### config.mk
export PLATFORM = sky130hd
export DESIGN_NAME = wdor_top
export DESIGN_NICKNAME = d
export VERILOG_FILES = /design/src/rtl/wdor_pkg.sv /design/src/rtl/wdor_pulse.sv /design/src/rtl/wdor_top.sv
export SDC_FILE = /design/constraint.sdc
export NUM_CORES = 1
export LEC_CHECK = 0
export BUFFER_PORTS_ARGS = -buffer_cell sky130_fd_sc_hd__clkbuf_2
export CAP_MARGIN = 5
export CORE_ASPECT_RATIO = 1.1
export CORE_UTILIZATION = 55
export CTS_CLUSTER_SIZE = 25
export DETAILED_ROUTE_END_ITERATION = 8
export PLACE_DENSITY = 0.8
export SETUP_SLACK_MARGIN = 0.3
export SYNTH_ARGS = -nofsm -noshare
export SYNTH_HDL_FRONTEND = slang
export SYNTH_SLANG_ARGS = --single-unit
### constraint.sdc
create_clock -name CLK -period 4.15 [get_ports CLK]
set_clock_uncertainty 0.05 [all_clocks]
set_input_delay 0 -clock CLK [delete_from_list [all_inputs] [get_ports CLK]]
set_output_delay 0 -clock CLK [all_outputs]
set_load 0.03 [all_outputs]
### src/rtl/wdor_pkg.sv
// Purpose: Shared constants and types for the watchdog overflow reset block
// Assumes: Single 200 MHz clock, on-chip oscillator and counter clock as enable pulses
// Notes: All counts and widths live here
`default_nettype none
package wdor_pkg;
  localparam int unsigned COUNT_W = 8;
  localparam logic [7:0] COUNT_MAX = 8'h00_FF;
  localparam logic [7:0] COUNT_RST = 8'h00_00;
  localparam int unsigned RST_OSC_CYCLES = 512;
  localparam int unsigned PULSE_W = 10;
  localparam logic [9:0] PULSE_LAST = 10'(RST_OSC_CYCLES - 1);
  localparam logic [9:0] PULSE_ZERO = 10'h000_0;
  localparam int unsigned FLAG_BIT = 0;

  typedef enum {WDOR_RUN, WDOR_RESET} wdor_state_t;

  // Software load request
  typedef struct packed {
    logic        load;
    logic [7:0]  value;
  } wdor_load_t;

  // Status seen by software
  typedef struct packed {
    logic [7:0]  count;
    logic        flag;
    logic        reset_active;
  } wdor_status_t;
endpackage
`default_nettype wire

### src/rtl/wdor_pulse.sv
// Purpose: Times the internal reset pulse in on-chip oscillator cycles
// Assumes: osc_tick is a one-cycle enable per oscillator cycle
// Notes: start is taken only while idle
`default_nettype none
module wdor_pulse (
  input wire logic clk,
  input wire logic rst_n,
  input wire logic start,
  input wire logic osc_tick,
  output logic active
);
  logic [9:0] cnt_r;
  logic [9:0] cnt_nxt;
  logic act_r;
  logic act_nxt;

  // ------------------------------------------------------------
  // Pulse counter
  // ------------------------------------------------------------
  always_comb begin
    cnt_nxt = cnt_r;
    act_nxt = act_r;
    if (!act_r) begin
      if (start) begin
        act_nxt = 1'b1;
        cnt_nxt = wdor_pkg::PULSE_ZERO;
      end
    end else if (osc_tick) begin
      if (cnt_r == wdor_pkg::PULSE_LAST) begin
        act_nxt = 1'b0; // [RULE4]
      end else begin
        cnt_nxt = cnt_r + 10'h001;
      end
    end
  end

  always_ff @(posedge clk) begin
    if (!rst_n) begin
      cnt_r <= wdor_pkg::PULSE_ZERO;
      act_r <= 1'b0;
    end else begin
      cnt_r <= cnt_nxt;
      act_r <= act_nxt;
    end
  end

  assign active = act_r;
endmodule
`default_nettype wire

### src/rtl/wdor_top.sv
// Purpose: Watchdog counter that raises an internal reset pulse on overflow
// Assumes: Counter clock and oscillator arrive as one-cycle enables on CLK
// Notes: Status flag survives the internal reset it causes; only RST_N or FLAG_CLEAR clears it
`default_nettype none
// Function
// RULE1 - Set the reset flag, bit 0 of status, when overflow makes a reset
// RULE2 - The watchdog's own internal reset never clears the reset flag
// RULE3 - A counter pulse while count holds its maximum is an overflow
// RULE4 - Hold internal reset for exactly 512 oscillator cycles, then release
// RULE5 - Count up on each counter pulse; software may load a new count
module wdor_top (
  input wire logic CLK,
  input wire logic RST_N,
  input wire logic CNT_TICK,
  input wire logic OSC_TICK,
  input wire wdor_pkg::wdor_load_t LOAD,
  input wire logic FLAG_CLEAR,
  output logic INT_RESET,
  output logic [7:0] CONTROL_STATUS_ONE,
  output wdor_pkg::wdor_status_t STATUS
);
  // ------------------------------------------------------------
  // Internal state
  // ------------------------------------------------------------
  // Count
  logic [7:0] watchdog_count_r;
  logic [7:0] watchdog_count_nxt;

  // Run state and the one-cycle overflow strobe
  logic ovf_r;
  logic ovf_nxt;
  wdor_pkg::wdor_state_t state_r;
  wdor_pkg::wdor_state_t state_nxt;

  // Flag
  logic watchdog_reset_flag_r;
  logic watchdog_reset_flag_nxt;

  // Output registers
  logic int_reset_r;
  logic int_reset_nxt;
  logic [7:0] csr_r;
  logic [7:0] csr_nxt;
  wdor_pkg::wdor_status_t status_r;
  wdor_pkg::wdor_status_t status_nxt;

  // Requests as taken by the counter
  logic running;
  logic load_taken;
  logic tick_taken;
  logic overflow_now;
  logic pulse_active;

  // ------------------------------------------------------------
  // Request decoding
  // ------------------------------------------------------------
  function automatic logic is_max(input logic [7:0] v);
    is_max = (v == wdor_pkg::COUNT_MAX);
  endfunction

  // Load and count requests are refused while the internal reset runs
  function automatic logic is_running(input wdor_pkg::wdor_state_t s);
    is_running = (s == wdor_pkg::WDOR_RUN);
  endfunction

  always_comb begin
    running = is_running(state_r);
    load_taken = running && LOAD.load;
    tick_taken = running && !LOAD.load && CNT_TICK;
    overflow_now = tick_taken && is_max(watchdog_count_r); // [RULE3]
  end

  // ------------------------------------------------------------
  // Watchdog count
  // ------------------------------------------------------------
  always_comb begin
    watchdog_count_nxt = watchdog_count_r;
    if (!running) begin
      // Held at zero for the whole internal reset
      watchdog_count_nxt = wdor_pkg::COUNT_RST;
    end else if (load_taken) begin
      watchdog_count_nxt = LOAD.value; // [RULE5]
    end else if (overflow_now) begin
      watchdog_count_nxt = wdor_pkg::COUNT_RST;
    end else if (tick_taken) begin
      watchdog_count_nxt = watchdog_count_r + 8'h01; // [RULE5]
    end
  end

  always_ff @(posedge CLK) begin
    if (!RST_N) begin
      watchdog_count_r <= wdor_pkg::COUNT_RST;
    end else begin
      watchdog_count_r <= watchdog_count_nxt;
    end
  end

  // ------------------------------------------------------------
  // Overflow and run state
  // ------------------------------------------------------------
  always_comb begin
    ovf_nxt = 1'b0;
    state_nxt = state_r;
    case (state_r)
      wdor_pkg::WDOR_RUN: begin
        if (overflow_now) begin
          ovf_nxt = 1'b1; // [RULE3]
          state_nxt = wdor_pkg::WDOR_RESET;
        end
      end
      wdor_pkg::WDOR_RESET: begin
        // Stay until the timer has started and then finished
        if (!pulse_active && !ovf_r) begin
          state_nxt = wdor_pkg::WDOR_RUN;
        end
      end
      default: begin
        state_nxt = wdor_pkg::WDOR_RUN;
      end
    endcase
  end

  always_ff @(posedge CLK) begin
    if (!RST_N) begin
      ovf_r <= 1'b0;
      state_r <= wdor_pkg::WDOR_RUN;
    end else begin
      ovf_r <= ovf_nxt;
      state_r <= state_nxt;
    end
  end

  // ------------------------------------------------------------
  // Watchdog reset flag
  // ------------------------------------------------------------
  always_comb begin
    watchdog_reset_flag_nxt = watchdog_reset_flag_r;
    if (FLAG_CLEAR) begin
      watchdog_reset_flag_nxt = 1'b0;
    end
    // Set wins over a clear in the same cycle
    if (overflow_now) begin
      watchdog_reset_flag_nxt = 1'b1; // [RULE1]
    end
  end

  // Only RST_N resets the flag; the internal reset is not wired here
  always_ff @(posedge CLK) begin
    if (!RST_N) begin
      watchdog_reset_flag_r <= 1'b0;
    end else begin
      watchdog_reset_flag_r <= watchdog_reset_flag_nxt; // [RULE2]
    end
  end

  // ------------------------------------------------------------
  // Reset pulse timer
  // ------------------------------------------------------------
  wdor_pulse u_pulse (
    .clk(CLK),
    .rst_n(RST_N),
    .start(ovf_r), // [RULE3]
    .osc_tick(OSC_TICK),
    .active(pulse_active)
  );

  // ------------------------------------------------------------
  // Internal reset output
  // ------------------------------------------------------------
  always_comb begin
    int_reset_nxt = pulse_active; // [RULE4]
  end

  always_ff @(posedge CLK) begin
    if (!RST_N) begin
      int_reset_r <= 1'b0;
    end else begin
      int_reset_r <= int_reset_nxt;
    end
  end

  // ------------------------------------------------------------
  // Control and status image
  // ------------------------------------------------------------
  always_comb begin
    csr_nxt = 8'h00;
    csr_nxt[wdor_pkg::FLAG_BIT] = watchdog_reset_flag_r; // [RULE1]
  end

  always_ff @(posedge CLK) begin
    if (!RST_N) begin
      csr_r <= 8'h00;
    end else begin
      csr_r <= csr_nxt;
    end
  end

  // ------------------------------------------------------------
  // Status word
  // ------------------------------------------------------------
  always_comb begin
    status_nxt.count = watchdog_count_r;
    status_nxt.flag = watchdog_reset_flag_r;
    status_nxt.reset_active = pulse_active;
  end

  always_ff @(posedge CLK) begin
    if (!RST_N) begin
      status_r <= '0;
    end else begin
      status_r <= status_nxt;
    end
  end

  // ------------------------------------------------------------
  // Output ports
  // ------------------------------------------------------------
  assign INT_RESET = int_reset_r;
  assign CONTROL_STATUS_ONE = csr_r;
  assign STATUS = status_r;
endmodule
`default_nettype wire

==> impl_metrics.ini <==
[yosys]
synth_cell_types = 50
synth_top_family_by_area = simple AND/OR/NAND/NOR gates
synth_warnings = 0
synth_edf_count = 0
synth-main-ff-cell = dfxtp_1
synth-adder-area-share_pct = 1.61
ys_seq_area_share_pct = 41.2
ys_top_cells_by_count = dfxtp_1, nand2_1, nor2_1
syn_avg_cell_area_um2 = 9.09
synthCells = 171
syn_area_um2 = 1550
ys_async_sr_fraction_pct = 0
synth_top_area_cell = dfxtp_1
yosysMostFrequentCell = dfxtp_1
muxShareOfSynthArea_pct = 2.58
ys_top_cells_by_area = dfxtp_1, buf_4, and2_1
synth-simple-area-share_pct = 27.5
synth_top_area_share_pct = 41.2
synth_xor_area_share_pct = 1.13
synth.ff_latch_count = 32
synth_compound_area_share_pct = 19.1

[timing]
finalCritPeriodShare_pct = 45.9
setup_viol = 0
fin_ws_ps = 2240
final-max-slew-violation-count = 0
rsz0062_at_grt = no
setup_tns_ps = 0
fin_crit_ps = 1910
hold_viol_final = 0
max_freq_mhz = 525

[placed_design]
hpwl_mm = 2.28
portBuffers = 25
finalWeightedCongestion = 0.862
post-place-ws_ps = 2380
placed_cells = 219

[clock_tree]
clkTransAtPathRegs_ps = 100
htreeDepth = 2
post-cts-setup-buffers = 0
numClockSinks = 32
cts.path.max_buffers = 2
cts_tree = done
numCtsBuffers = 5
clockRootBuffer = clkbuf_4
clock_latency_ps = 330

[worst_hold_path]
hold_path.class = in2reg
min_path_cells = 3

[worst_setup_path]
crit_path_start_kind = flop
reg2reg_depth = 6
crit_required_ps = 4320
worstPathArrival_ps = 2080
max_stage_delay_ps = 570
crit_fanout = 6
crit_path_end_kind = flop
path_cells = ha_1 > nand3b_1 > xnor2_1 > mux2i_1 > dlygate4sd3_1 > nor2_1
critPathKind = reg2reg
crit_slowest_cell = dlygate4sd3_1

[floorplan]
start_util_pct = 60.0
die_y_um = 57.8
fp.coreArea_um2 = 2590
dieArea_um2 = 3040
die_x_um = 52.7
pin_count = 33
rows = 19

[route]
drtIter0Drc = 53
remaining_drc_errors = 0
avgRoutedWirePerCell_um = 14.3
routed_wl_mm = 3.40
viasPerCell = 5.91
final_antenna_net_count = 0
vias = 1407
dr.pass1.iters = 4

[layout]
fin_nets = 222
n_antenna_cell = 0
fin_cells = 238
drive_gt1_share_pct = 18.4
fin_util_pct = 70.3
syn2layout_area_growth_pct = 17.2

[grt]
antenna_found_initial = 0
grt_max_degree = 22
track_usage_pct = 26.7
grt_pass1_vias = 1359
grt-ovfl-total = 0
grt_pass1_wl_mm = 5.96

[pwr]
peakVddDrop_mv = 0.342
leakage_nw = 0.754
p_per_area_nw_per_um2 = 315

[run_status]
outcome = complete, no violations

[flow_run]
max-cap-violations = 0
[power by group]
group,internal [W],switching (W)
combinational,0.0000268,0.0000371
clock,0.0000836,0.000102
sequential,0.000316,0.00000876
total,0.000426,0.000148
[logic make-up after synthesis]
| group | after synthesis |
|---|---|
| AND/OR/NAND/NOR | 72 |
| AO/OA/AOI/OAI | 40 |
| flip-flops | 32 |
| buffers and inverters | 18 |
| multiplexers | 4 |
| adder cells (fa/ha/maj) | 2 |
| XOR/XNOR | 2 |
| other | 1 |
[cell type report]
| cell class | instances | area (um^2) |
|---|---|---|
| clock buffer | 8 | 58.8 |
| sequential | 32 | 641 |
| fill | 213 | 771 |
| tap | 31 | 38.8 |
| timing repair buffer | 36 | 235 |
| inverter | 4 | 15.0 |
| multi-input combinational | 127 | 832 |
[final timing paths]
path,start,slack [ps],to
worst max-delay path,watchdog_count_r[1]$_SDFFE_PN0P_,2240,watchdog_count_r[2]$_SDFFE_PN0P_
worst min-delay path,LOAD[8],40,watchdog_count_r[4]$_SDFFE_PN0P_
worst max register to register,watchdog_count_r[1]$_SDFFE_PN0P_,2240,watchdog_count_r[2]$_SDFFE_PN0P_
worst min register to register,watchdog_reset_flag_r$_SDFFE_PN0P_,410,STATUS[1]$_SDFF_PN0_
[critical path, delay by kind of cell (launching register included)]
kind	cells	cell delay (ps)
adders and majority gates	1	290
xor gates and xnor gates	1	140
DFF	1	470
muxes	1	130
buffers and inverters	1	570
and+or+nand+nor	2	160
[layout by cell type, fill, tap and decap left out, types with 3 or more instances in the layout]
cell type | netlist | layout
dfxtp_1 | 32 | 32
clkbuf_2 | 0 | 25
dlygate4sd3_1 | 0 | 11
nand2_1 | 10 | 10
nor2_1 | 10 | 10
a21oi_1 | 9 | 9
and2_1 | 9 | 9
nand3_1 | 7 | 7
conb_1 | 1 | 7
nor3_1 | 6 | 6
and3_1 | 6 | 6
o21ai_0 | 5 | 5
clkbuf_4 | 0 | 5
inv_1 | 4 | 4
nand2b_1 | 4 | 4
mux2i_1 | 4 | 4
a31oi_1 | 3 | 3
a221o_1 | 3 | 3
[registers in the layout, indices dropped and copies added, names as in the netlist]
name / flops
state_r: 1
watchdog_reset_flag_r: 1
STATUS: 10
u_pulse.cnt_r: 10
u_pulse.active: 1
ovf_r: 1
watchdog_count_r: 8
[stage by stage]
step                      hold WS [ps]  area (um^2)  total power [W]
after floorplan                   86.0         1580         0.000373
after global placement             178         1650         0.000383
after detailed placement           186         1650         0.000385
after CTS                         1.43         1820         0.000579
after global routing              54.8         1820         0.000604
final                             36.0         1820         0.000574
[metal layers]
layer  track usage, %  share of wire (%)
met1             30.9                 42
met3             8.40                6.1
met4             10.2               0.91
met2             45.2                 51
met5                0                  0
[what timing repair did]
item,CTS,global route
endpoints found under the hold margin,9,0
resized for setup,0,0
hold buffers,11,0
Power figures use the tool's default switching activity.
